<file path="config.mk">
export PLATFORM = sky130hd
export DESIGN_NAME = tioc_ctrl
export DESIGN_NICKNAME = d
export VERILOG_FILES = /design/src/rtl/tioc_pkg.sv /design/src/rtl/tioc_phase_gen.sv /design/src/rtl/tioc_ctrl.sv
export VERILOG_INCLUDE_DIRS = /design/src /design/src/rtl
export SDC_FILE = /design/constraint.sdc
export NUM_CORES = 1
export LEC_CHECK = 0
export ABC_CLOCK_PERIOD_IN_PS = 3100
export BUFFER_PORTS_ARGS = -buffer_cell sky130_fd_sc_hd__buf_2
export CAP_MARGIN = 20
export CORE_MARGIN = 4
export CORE_UTILIZATION = 58
export DETAILED_ROUTE_END_ITERATION = 12
export MAX_ROUTING_LAYER = met4
export PLACE_DENSITY = 0.92
export SYNTH_ARGS = -nofsm -noshare
export SYNTH_HDL_FRONTEND = slang
export SYNTH_SLANG_ARGS = --single-unit
</file>
<file path="constraint.sdc">
create_clock -name clock -period 3.1 [get_ports clock]
set_input_delay 0 -clock clock [delete_from_list [all_inputs] [get_ports clock]]
set_output_delay 0 -clock clock [all_outputs]
set_load 0.02 [all_outputs]
</file>
<file path="src/rtl/tioc_consts.svh">
// constants of the terminal i/o controller command logic: offsets, fields, timing
// assumes a 250 MHz system clock and an axi4-lite register bus
// Behaviour
// - phase generator runs on system clock; master clear forces it stopped
// - idle generator holds all phases low and stays idle
// - generator starts only on write command while terminal selected
// - start stage, then phase one, two, three, then stop
// - reply or reject comes 0.2 to 10 us after write command
// - reply enable needs write, director bit, and function bit 1-5, 11 or 14
// - otherwise reject; reply and reject never together (an unselected write gets neither, as the generator never starts)
// - reply also needs terminal select active
// - response flip-flop set after phase three issues reply or reject
// - function bit 9 asks write mode, bit 10 asks read mode
// - write, director bit and write function set mode flop at phase three
// - read function without write function leaves mode flop clear
// - write mode: next output moves character cpu to terminal
// - read mode: next moves received character or status to cpu
// - frame one start, seven or eight data, one stop; two at 110 baud
// - program mode owns terminal; panel mode hands it to breakpoint controller
// - escape and bell switch ownership and are not passed as data
// - address 0091 selects function or status, 0090 selects data
`ifndef TIOC_CONSTS_SVH
`define TIOC_CONSTS_SVH
`define TIOC_CLK_MHZ 250
`define TIOC_RESP_MIN_NS 200
`define TIOC_RESP_MIN_CYC ((`TIOC_RESP_MIN_NS * `TIOC_CLK_MHZ + 999) / 1000)
`define TIOC_GEN_MHZ_X10K 49152
`define TIOC_GEN_DIV ((`TIOC_CLK_MHZ * 10000) / `TIOC_GEN_MHZ_X10K)
`define TIOC_ADDR_DATA 16'h0090
`define TIOC_ADDR_FUNC 16'h0091
`define TIOC_REG_ADDR 8'h00
`define TIOC_REG_FUNC 8'h04
`define TIOC_REG_CMD 8'h08
`define TIOC_REG_STATUS 8'h0c
`define TIOC_REG_CHAR 8'h10
`define TIOC_FN_WRITE 9
`define TIOC_FN_READ 10
`define TIOC_FN_REPLY_MASK 16'h483e
`define TIOC_ESC 8'h1b
`define TIOC_BEL 8'h07
`endif

</file>
<file path="src/rtl/tioc_pkg.sv">
// types of the terminal i/o controller command logic
// assumes tioc_consts.svh is included by the design files
package tioc_pkg;
    typedef enum logic [4:0] {
        TIOC_IDLE = 5'h01,
        TIOC_START = 5'h02,
        TIOC_PH1 = 5'h04,
        TIOC_PH2 = 5'h08,
        TIOC_PH3 = 5'h10
    } tioc_phase_e;
endpackage : tioc_pkg

</file>
<file path="src/rtl/tioc_phase_gen.sv">
// three-phase timing generator stepped by a divided-clock enable
// assumes start is a same-domain level held until the generator runs
`timescale 1ns/1ns
`include "tioc_consts.svh"
module tioc_phase_gen
    import tioc_pkg::*;
(
    // clock and clear
    input wire logic clock,
    input wire logic sys_rst,
    input wire logic master_clear,
    // control
    input wire logic start,
    // phases
    output logic phase_one,
    output logic phase_two,
    output logic phase_three,
    output logic done
);
    typedef struct packed {
        logic [7:0] div;
        tioc_phase_e st;
        logic p1;
        logic p2;
        logic p3;
        logic dn;
    } tioc_gen_s;
    tioc_gen_s q, next_q;
    logic tick;
    always_comb begin
        next_q = q;
        next_q.dn = 1'b0;
        tick = (q.div == 8'(`TIOC_GEN_DIV - 1));
        next_q.div = tick ? 8'h00 : q.div + 8'h01;
        if (tick) begin
            case (q.st)
                TIOC_IDLE: if (start) next_q.st = TIOC_START;
                TIOC_START: next_q.st = TIOC_PH1;
                TIOC_PH1: next_q.st = TIOC_PH2;
                TIOC_PH2: next_q.st = TIOC_PH3;
                TIOC_PH3: begin
                    next_q.st = TIOC_IDLE;
                    next_q.dn = 1'b1;
                end
                default: next_q.st = TIOC_IDLE;
            endcase
        end
        next_q.p1 = (next_q.st == TIOC_PH1);
        next_q.p2 = (next_q.st == TIOC_PH2);
        next_q.p3 = (next_q.st == TIOC_PH3);
    end
    always_ff @(posedge clock) begin
        if (sys_rst || master_clear) begin
            q <= '{div: 8'h00, st: TIOC_IDLE, p1: 1'b0, p2: 1'b0, p3: 1'b0, dn: 1'b0};
        end else begin
            q <= next_q;
        end
    end
    assign phase_one = q.p1;
    assign phase_two = q.p2;
    assign phase_three = q.p3;
    assign done = q.dn;
endmodule : tioc_phase_gen

</file>
<file path="src/rtl/tioc_ctrl.sv">
// terminal i/o controller command side: channel decode, reply/reject, mode
// assumes parallel channel pins are asynchronous; software on axi4-lite
`timescale 1ns/1ns
`include "tioc_consts.svh"
module tioc_ctrl
    import tioc_pkg::*;
(
    // clock and reset
    input wire logic clock,
    input wire logic sys_rst,
    // parallel channel from the cpu memory interface
    input wire logic master_clear,
    input wire logic write_cmd,
    input wire logic [15:0] address_in,
    input wire logic [15:0] function_in,
    output logic reply,
    output logic reject,
    // mode and ownership
    output logic write_mode_flag,
    output logic read_mode_flag,
    output logic panel_mode,
    output logic data_strobe,
    output logic [7:0] data_char,
    output logic two_stop_bits,
    // axi4-lite slave
    input wire logic [7:0] s_axi_awaddr,
    input wire logic s_axi_awvalid,
    output logic s_axi_awready,
    input wire logic [31:0] s_axi_wdata,
    input wire logic [3:0] s_axi_wstrb,
    input wire logic s_axi_wvalid,
    output logic s_axi_wready,
    output logic [1:0] s_axi_bresp,
    output logic s_axi_bvalid,
    input wire logic s_axi_bready,
    input wire logic [7:0] s_axi_araddr,
    input wire logic s_axi_arvalid,
    output logic s_axi_arready,
    output logic [31:0] s_axi_rdata,
    output logic [1:0] s_axi_rresp,
    output logic s_axi_rvalid,
    input wire logic s_axi_rready
);
    typedef struct packed {
        logic [1:0] wr_sync;
        logic [1:0] mc_sync;
        logic [31:0] a_sync;
        logic [31:0] f_sync;
        logic [15:0] addr_reg;
        logic [15:0] func_reg;
        logic resp_ff;
        logic reply_dec;
        logic reply;
        logic reject;
        logic mode_ff;
        logic panel;
        logic slow_line;
        logic dstb;
        logic [7:0] dchar;
        logic [7:0] rx_char;
        logic [7:0] last_ctl;
        logic awr;
        logic wr;
        logic [7:0] awaddr;
        logic [31:0] wdata;
        logic bvalid;
        logic [1:0] bresp;
        logic rvalid;
        logic [31:0] rdata;
        logic [1:0] rresp;
    } tioc_ctrl_s;
    tioc_ctrl_s q, next_q;
    logic phase_one, phase_two, phase_three, gen_done;
    logic wr_cmd, term_sel, dir_bit, reply_en, mc;
    function automatic logic sel_decode(input logic [15:0] a);
        sel_decode = (a[15:1] == 15'(`TIOC_ADDR_DATA >> 1));
    endfunction : sel_decode
    always_comb begin
        wr_cmd = q.wr_sync[1];
        mc = q.mc_sync[1];
        term_sel = sel_decode(q.a_sync[31:16]);
        dir_bit = q.a_sync[16];
        reply_en = wr_cmd && dir_bit && ((q.f_sync[31:16] & `TIOC_FN_REPLY_MASK) != 16'h0000);
    end
    tioc_phase_gen u_gen (
        .clock(clock),
        .sys_rst(sys_rst),
        .master_clear(mc),
        .start(wr_cmd && term_sel && !q.resp_ff),
        .phase_one(phase_one),
        .phase_two(phase_two),
        .phase_three(phase_three),
        .done(gen_done)
    );
    always_comb begin
        next_q = q;
        next_q.wr_sync = {q.wr_sync[0], write_cmd};
        next_q.mc_sync = {q.mc_sync[0], master_clear};
        next_q.a_sync = {q.a_sync[15:0], address_in};
        next_q.f_sync = {q.f_sync[15:0], function_in};
        next_q.dstb = 1'b0;
        if (phase_one) begin
            next_q.addr_reg = q.a_sync[31:16];
            next_q.func_reg = q.f_sync[31:16];
            next_q.reply_dec = reply_en && term_sel;
        end
        if (phase_three && dir_bit && wr_cmd) begin
            if (q.func_reg[`TIOC_FN_WRITE]) begin
                next_q.mode_ff = 1'b1;
            end else if (q.func_reg[`TIOC_FN_READ]) begin
                next_q.mode_ff = 1'b0;
            end
        end
        // phase three lasts a whole tick; the end pulse moves one character only
        if (gen_done && !dir_bit && q.mode_ff && !q.panel) begin
            // escape and bell never leave as data
            if (q.func_reg[7:0] == `TIOC_ESC || q.func_reg[7:0] == `TIOC_BEL) begin
                next_q.panel = (q.func_reg[7:0] == `TIOC_ESC);
            end else begin
                next_q.dstb = 1'b1;
                next_q.dchar = q.func_reg[7:0];
            end
        end
        if (gen_done) begin
            next_q.resp_ff = 1'b1;
            next_q.reply = q.reply_dec;
            next_q.reject = !q.reply_dec;
        end else if (!wr_cmd) begin
            // response held until the cpu drops write, then one pulse only
            next_q.resp_ff = 1'b0;
            next_q.reply = 1'b0;
            next_q.reject = 1'b0;
        end
        // axi4-lite write path
        if (s_axi_awvalid && !q.awr && !q.bvalid) begin
            next_q.awr = 1'b1;
            next_q.awaddr = s_axi_awaddr;
        end
        if (s_axi_wvalid && !q.wr && !q.bvalid) begin
            next_q.wr = 1'b1;
            next_q.wdata = s_axi_wdata;
        end
        if (q.awr && q.wr) begin
            next_q.awr = 1'b0;
            next_q.wr = 1'b0;
            next_q.bvalid = 1'b1;
            next_q.bresp = 2'b00;
            case (q.awaddr)
                `TIOC_REG_CMD: begin
                    next_q.slow_line = q.wdata[0];
                    next_q.panel = q.wdata[1];
                end
                `TIOC_REG_CHAR: begin
                    if (q.wdata[7:0] == `TIOC_ESC || q.wdata[7:0] == `TIOC_BEL) begin
                        next_q.last_ctl = q.wdata[7:0];
                        next_q.panel = (q.wdata[7:0] == `TIOC_BEL) ? 1'b0 : q.panel;
                    end else begin
                        next_q.rx_char = q.wdata[7:0];
                    end
                end
                default: next_q.bresp = 2'b10;
            endcase
        end else if (q.bvalid && s_axi_bready) begin
            next_q.bvalid = 1'b0;
        end
        // axi4-lite read path
        if (s_axi_arvalid && !q.rvalid) begin
            next_q.rvalid = 1'b1;
            next_q.rresp = 2'b00;
            case (s_axi_araddr)
                `TIOC_REG_ADDR: next_q.rdata = {16'h0000, q.addr_reg};
                `TIOC_REG_FUNC: next_q.rdata = {16'h0000, q.func_reg};
                `TIOC_REG_CMD: next_q.rdata = {30'h0, q.panel, q.slow_line};
                `TIOC_REG_STATUS: next_q.rdata = {24'h0, q.last_ctl[0], q.resp_ff,
                    q.reply_dec, !q.mode_ff, q.mode_ff, phase_three, phase_two, phase_one};
                `TIOC_REG_CHAR: next_q.rdata = {24'h0, q.mode_ff ? 8'h00 : q.rx_char};
                default: begin
                    next_q.rdata = 32'h0;
                    next_q.rresp = 2'b10;
                end
            endcase
        end else if (q.rvalid && s_axi_rready) begin
            next_q.rvalid = 1'b0;
        end
        // master clear overrides what the command logic would do to the mode flop, response flop, reply and reject
        if (mc) begin
            next_q.mode_ff = 1'b0;
            next_q.resp_ff = 1'b0;
            next_q.reply = 1'b0;
            next_q.reject = 1'b0;
        end
    end
    always_ff @(posedge clock) begin
        if (sys_rst) begin
            q <= '0;
        end else begin
            q <= next_q;
        end
    end
    assign reply = q.reply;
    assign reject = q.reject;
    assign write_mode_flag = q.mode_ff;
    assign read_mode_flag = !q.mode_ff;
    assign panel_mode = q.panel;
    assign data_strobe = q.dstb;
    assign data_char = q.dchar;
    assign two_stop_bits = q.slow_line;
    assign s_axi_awready = !q.awr && !q.bvalid;
    assign s_axi_wready = !q.wr && !q.bvalid;
    assign s_axi_bvalid = q.bvalid;
    assign s_axi_bresp = q.bresp;
    assign s_axi_arready = !q.rvalid;
    assign s_axi_rvalid = q.rvalid;
    assign s_axi_rdata = q.rdata;
    assign s_axi_rresp = q.rresp;
endmodule : tioc_ctrl

</file>
==> metrics.txt, run 1 <==
CP Launch Type=register; proportion of synthesized chip area in sequential cells=53.1%; crit end category=register; register-to-register setup slack=700 ps; Required @ worst endpoint=3370 ps; highest clock rate=417 MHz; cell type with the largest total area after synthesis=sky130_fd_sc_hd__dfxtp_1; share of layout cells above drive strength 1=17.3%; Hold/Removal Path Class=input pin to register; Synth Register Bits=180; HPWL after detailed placement=9360 microns; Total Negative Setup Slacks=0 ps; final critical-path share of the clock period=77.3%; Cell Pwr Density=580 mW/mm^2; starting density of the core=59.4%; number of search-and-repair iterations in the first detailed-routing pass=6; Core Area=0.0114 sq mm; Rel. slew slack=32.6%; ordered list of cells on the worst path=or3b_2, a2111oi_0, and3b_2, mux2i_1, nor2_1; initial antenna violation count=0; Synth Flop Type=sky130_fd_sc_hd__dfxtp_1; fraction of post-synthesis cell area in the top cell type by area=53.1%; origin of the worst min-delay path=sys_rst; GP Congestion=0.911; launch instance of the worst register-to-register path=q[40]; Arr. time, crit path=2660 ps; final period demand of the worst path=2400 ps; number of buffers and inverters on the critical path=0; number of max-capacitance violations reported=0; delay of the slowest cell on the worst path=760 ps; depth of the worst hold-timing path=2; total count of max-transition violations in the final report=0; Syn. warnings=0; via/cell ratio=5.32; number of distinct library cells after synthesis=52; Clk Latency, worst-skew pair=420 ps; routed wirelength normalized by instance count=15.2 microns; clk slew on worst S/H paths=70 ps; Mean Syn Cell Area=9.64 sq um; area growth from synthesis to final layout=21.0%; standard cell with the maximum stage delay on the critical path=sky130_fd_sc_hd__a2111oi_0; CTS tree=yes; count of mapped cells out of synthesis=704; vias in the first global route=4999; outcome=finished clean; worst-case vdd ir drop=0.480 mV; Post-synth EDFFs=0; boundary pin count=149; DRT Wirelength=14800 microns; Worst Skew=6.77 ps; count of H-tree levels built during CTS=4; total number of clock tree sinks=180; Worst path top cell family by delay=simple AND/OR/NAND/NOR gates; placement row count=39; overall routing resource usage=23.9%; wire length of the first global-routing pass=24300 microns; Antenna Diode Count=0; worst flop-to-flop path endpoint=q[88]; total power=0.00476 W; crit path max fanout=8; Root Driver=sky130_fd_sc_hd__clkbuf_16; Fin Hold WS=2.32 ps; maximum buffer depth of the clock tree=2; count of endpoints failing setup in the final report=0; cell types with the largest area share after synthesis=sky130_fd_sc_hd__dfxtp_1 (53%), sky130_fd_sc_hd__mux2i_1 (8.9%), sky130_fd_sc_hd__nor2b_1 (7.1%); Die Ht=116 microns; Die X-Extent=116 microns; reported leakage power=3.30 nW; Final Hold Viols=0; maximum number of pins on one net before global-route repair=104; cell depth of the worst flop-to-flop path=5; TritonCTS Buffers=17; Hold Path Sink=q[122]; via count=5197; Worst-Margin Slew=1010 ps; number of antenna-violating nets in the routed design=0; setup fix buffers added after clock tree synthesis=0; Total Nets Final=916; area of the mapped netlist=0.00679 sq mm; DR iter-0 viols=327; share of synthesized registers carrying an async set or reset=0%; setup repair after global routing missed its margin=false; quantity of I/O buffers inserted on ports=102; critical setup path kind=register to register; overall die area=0.0135 sq mm; total grt overflow=0; DRC violations left=0
## Yosys cell counts (all sizes together), types with 4 or more instances
master / count
a21oi: 28
a22o: 6
a31oi: 10
and2: 4
buf: 51
clkbuf: 26
dfxtp: 180
inv: 7
mux2i: 60
nand2: 63
nand2b: 5
nand3: 12
nand3b: 5
nand4: 5
nor2: 79
nor2b: 77
nor3: 9
nor4: 10
o21ai: 13
o22ai: 7
xor2: 6
## where the power goes
part | internal [W] | switching [W]
logic | 0.000138 | 0.000159
registers | 0.00238 | 0.0000403
clock network | 0.00109 | 0.000956
total | 0.00361 | 0.00115
## per-stage QoR
stage	instance area (sq um)	util [%]	setup WS, ps	std cells
global placement	7090	62.1	924	891
finish	8210	71.9	704	977
CTS	8210	71.9	794	977
detailed placement	7090	62.1	831	891
floorplan	6850	-	1210	721
global route	8210	71.9	597	977
## final cells by class
| type | count | area (sq um) |
|---|---|---|
| inverters | 8 | 30.0 |
| flip-flops and latches | 180 | 3600 |
| clock buffers | 19 | 443 |
| multi-input cells | 456 | 2750 |
| well taps | 143 | 179 |
| repair buffers | 158 | 1070 |
| clock inverters | 13 | 130 |
| fillers | 779 | 3210 |
## sequential cells by signal (all words and copies together) (netlist names), 8 cells and up
register     cells
u_gen.q         13
next_q          34
s_axi_rdata     16
data_char        8
q               93
## worst max path at each step
stage | start | to | slack (ps) | cells past startpoint
floorplan | q[70] | q[88] | 1210 | 6
global placement | u_gen.q[9] | u_gen.phase_two | 920 | 6
detailed placement | u_gen.q[9] | u_gen.phase_two | 830 | 6
CTS | u_gen.q[9] | u_gen.phase_two | 790 | 6
global route | u_gen.q[9] | u_gen.phase_three | 600 | 6
finish | q[40] | q[88] | 700 | 5
## layer usage
layer | vias up | track usage [%] | part of all wire [%] | wire, microns
li1 | 2545 | - | - | -
met1 | 2404 | 29.2 | 41 | 6150
met2 | 215 | 38.7 | 49 | 7250
met4 | 0 | 9.13 | 2.8 | 410
met5 | - | - | 0 | 0
met3 | 33 | 5.39 | 6.9 | 1030
## cell usage in the layout (no fill, tap or decap), types with 3 or more instances in the layout
cell type / Yosys / final
sky130_fd_sc_hd__and2_1: 4 / 4
sky130_fd_sc_hd__mux2i_1: 60 / 60
sky130_fd_sc_hd__dfxtp_1: 180 / 179
sky130_fd_sc_hd__nand3_1: 12 / 12
sky130_fd_sc_hd__nor2b_1: 77 / 77
sky130_fd_sc_hd__nor4_1: 9 / 9
sky130_fd_sc_hd__clkbuf_16: 0 / 17
sky130_fd_sc_hd__o22ai_1: 7 / 7
sky130_fd_sc_hd__buf_2: 1 / 101
sky130_fd_sc_hd__inv_6: 0 / 6
sky130_fd_sc_hd__a21oi_1: 28 / 28
sky130_fd_sc_hd__inv_1: 7 / 7
sky130_fd_sc_hd__dlygate4sd3_1: 0 / 54
sky130_fd_sc_hd__buf_4: 44 / 3
sky130_fd_sc_hd__nand4_1: 5 / 5
sky130_fd_sc_hd__mux2_2: 3 / 3
sky130_fd_sc_hd__o21ai_0: 13 / 13
sky130_fd_sc_hd__nand2b_1: 5 / 5
sky130_fd_sc_hd__nor2_1: 79 / 79
sky130_fd_sc_hd__nor3_1: 9 / 9
sky130_fd_sc_hd__a31oi_1: 10 / 10
sky130_fd_sc_hd__a32o_1: 3 / 3
sky130_fd_sc_hd__conb_1: 1 / 18
sky130_fd_sc_hd__nand3b_1: 5 / 5
sky130_fd_sc_hd__nand4b_1: 3 / 3
sky130_fd_sc_hd__a22o_1: 6 / 6
sky130_fd_sc_hd__xor2_1: 6 / 6
sky130_fd_sc_hd__nand2_1: 63 / 63
sky130_fd_sc_hd__inv_8: 0 / 4
## repair_timing
action / CTS / global route
hold endpoints to repair: 53 / 0
gates resized for setup: 0 / 0
hold buffers: 54 / 0
## cell families (layout without fill, tap and decap cells)
logic type	after synthesis	count (layout)	synth area share [%]
xor gates and xnor gates	7	7	0.904
AOI/OAI and AO/OA	83	83	7.74
DFF	180	180	53.1
and+or+nand+nor	283	283	21.2
other	1	18	0.0553
buffers and inverters	85	198	7.27
muxes	63	63	9.35
adders and majority gates	2	2	0.369
Note: power is estimated with default switching activity, not from simulation.
==> inputs of run 2 (changes only) <==
- ABC_CLOCK_PERIOD_IN_PS: 3100 -> 2300
- CORE_UTILIZATION: 58 -> 54
- PLACE_DENSITY: 0.92 -> 0.87
- clock period: 3.1 -> 2.3 ns (I/O delays scaled with it)
==> run 2 against run 1 <==
Compared with the run above:
- flip-flop and latch count is the same
- routed wire length grew 1.7%
- via count grew 0.35%
- register-to-register slack lost 530 ps
- power grew 32%
- sequential share of layout area shrank 0.41 points
- clock power grew 27%
- global-route usage shrank 2.1 points
- die area grew 6.9%
- design area grew 0.95%
- utilization shrank 3.8 points
- clock-buffer cell count grew 1
- critical endpoint is now q[92]
- largest cell class unchanged
==> metrics.txt, run 2 (synthesized netlist as in run 1, its figures left out) <==
total grt overflow=0 (unchanged); quantity of I/O buffers inserted on ports=102 (unchanged); most common cell after layout, fill and taps aside=sky130_fd_sc_hd__dfxtp_1; Cell Pwr Density=757 mW/mm^2 (+30%); CTS tree=yes; standard cell with the maximum stage delay on the critical path=sky130_fd_sc_hd__a2111oi_0; starting density of the core=55.8% (-3.6 points); count of endpoints failing setup in the final report=0 (unchanged); reported leakage power=3.33 nW (+0.94%); Total Nets Final=924 (+0.87%); outcome=finished clean; final period demand of the worst path=2120 ps (-272 ps); commonest cells after routing, fill and taps aside=sky130_fd_sc_hd__dfxtp_1 (179), sky130_fd_sc_hd__buf_2 (101), sky130_fd_sc_hd__nor2_1 (79), sky130_fd_sc_hd__nor2b_1 (77), sky130_fd_sc_hd__nand2_1 (63); DRT Wirelength=15100 microns (+1.7%); Internal Dissipation=0.00484 W (+34%); Worst-Margin Slew=1090 ps (+77.0 ps); DR iter-0 viols=406 (+24%); routed wirelength normalized by instance count=15.0 microns (-1.6%); Worst path top cell family by delay=simple AND/OR/NAND/NOR gates; worst-case vdd ir drop=0.546 mV (+14%); overall die area=0.0144 sq mm (+6.9%); TritonCTS Buffers=17 (unchanged); Die X-Extent=120 microns (+3.4%); delay of the slowest cell on the worst path=530 ps (-230 ps); setup repair after global routing missed its margin=false; Hold/Removal Path Class=input pin to register; crit path max fanout=8 (unchanged); ordered list of cells on the worst path=or3b_2, a2111oi_0, and3b_2, mux2i_1, nor2_1; area growth from synthesis to final layout=22.1%; vias in the first global route=4917 (-1.6%); dpl ws=249 ps (-582 ps); via count=5215 (+0.35%); Net Switching=0.00143 W (+24%); HPWL after detailed placement=9810 microns (+4.7%); placement row count=40 (+2.6%); Clock Power Share=41.4% (-1.6 points); Area after DPL=0.00717 sq mm (+1.0%); Worst Slack Setup Final=176 ps (-528 ps); Clk Latency, worst-skew pair=420 ps (about the same); Required @ worst endpoint=2600 ps (-770 ps); sequential cell fraction of total power=52.0% (+1.2 points); share of layout cells above drive strength 1=17.6% (+0.31 points); clk slew on worst S/H paths=60 ps (about the same); max reg flops=93 (unchanged); maximum buffer depth of the clock tree=2 (unchanged); Total Negative Setup Slacks=0 ps (unchanged); initial antenna violation count=0 (unchanged); count of H-tree levels built during CTS=4 (unchanged); fin util=68.1% (-3.8 points); DRC violations left=0 (unchanged); Rel. slew slack=27.2% (-5.4 points); number of search-and-repair iterations in the first detailed-routing pass=5 (-1); overall routing resource usage=21.8% (-2.1 points); Arr. time, crit path=2430 ps (-230 ps); boundary pin count=149 (unchanged); Combinational Power Share=6.5% (+0.3 points); register containing the most flip-flops in the final layout=q; highest clock rate=471 MHz (+13%); final critical-path share of the clock period=92.4% (+15 points); switching portion of total power=22.9% (-1.4 points); number of buffers and inverters on the critical path=0 (unchanged); Die Ht=120 microns (+3.4%); Final Hold Viols=0 (unchanged); maximum number of pins on one net before global-route repair=91 (-13%); CP Launch Type=register; Antenna Diode Count=0 (unchanged); Root Driver=sky130_fd_sc_hd__clkbuf_16; critical setup path kind=register to register; number of antenna-violating nets in the routed design=0 (unchanged); GP Congestion=0.975 (+7.0%); total count of max-transition violations in the final report=0 (unchanged); number of max-capacitance violations reported=0 (unchanged); crit end category=register; area of all placed cells without fillers=0.00829 sq mm (+0.95%); via/cell ratio=5.16 (-2.9%); Core Area=0.0122 sq mm (+6.5%); wire length of the first global-routing pass=24100 microns (-0.60%); total number of clock tree sinks=180 (unchanged); total power=0.00627 W (+32%); Worst Skew=7.02 ps (+0.245 ps)
==> run 2: cell count changes in the layout (fill, tap and decap cells not counted), sizes merged <==
cell / change
inv: -8
clkinvlp: +1
dlygate4sd3: +4
clkinv: +6
clkbuf: +1
buf: +4
==> run 2: worst min-delay path: stages <==
cell                      delay [ps]
sky130_fd_sc_hd__buf_2            80
sky130_fd_sc_hd__nand2_1         170
sky130_fd_sc_hd__a21oi_1         170
==> run 2: area by class of cell <==
| class | count | area [sq um] |
|---|---|---|
| clock buffer | 20 | 457 |
| clock inverter | 12 | 80.1 |
| fill | 914 | 3880 |
| inverter | 8 | 30.0 |
| multi-input combinational | 456 | 2750 |
| sequential | 180 | 3600 |
| tap | 168 | 210 |
| timing repair buffer | 166 | 1150 |
==> run 2: stage by stage <==
stage,std cells,hold slack (ps)
6_report,1010,42.8
5_1_grt,1010,89.4
3_3_place_gp,920,186
3_5_place_dp,920,190
2_1_floorplan,721,99.0
4_1_cts,1010,41.9
==> run 2: worst paths after layout <==
| kind | from | endpoint | slack [ps] | depth (start not counted) |
|---|---|---|---|---|
| setup / recovery | q[40] | q[92] | 180 | 5 |
| hold / removal | s_axi_awvalid | q[79] | 40 | 3 |
| setup reg to reg | q[40] | q[92] | 180 | 5 |
| hold reg to reg | next_q[207] | q[207] | 440 | 1 |
==> run 2: timing repair <==
action	4_1_cts	5_1_grt
endpoints found under the hold margin	73	0
setup buffers	0	0
hold buffers	58	0
gates resized for setup	0	0
==> run 2: metal layers <==
| metal | vias to the layer above | global-route usage, % | wire, microns |
|---|---|---|---|
| li1 | 2570 | - | - |
| met1 | 2438 | 26.7 | 6470 |
| met2 | 190 | 35.8 | 7510 |
| met3 | 17 | 5.00 | 910 |
| met4 | 0 | 6.73 | 208 |
| met5 | - | - | 0 |
==> run 2: power by group through the flow <==
| stage | logic, W | clock network, W | registers (W) |
|---|---|---|---|
| after floorplan | 0.000248 | 0 | 0.00331 |
| after global placement | 0.000316 | 0 | 0.00333 |
| after detailed placement | 0.000323 | 0 | 0.00333 |
| after CTS | 0.000401 | 0.00263 | 0.00326 |
| after global routing | 0.000449 | 0.00278 | 0.00327 |
| final | 0.000409 | 0.00260 | 0.00326 |
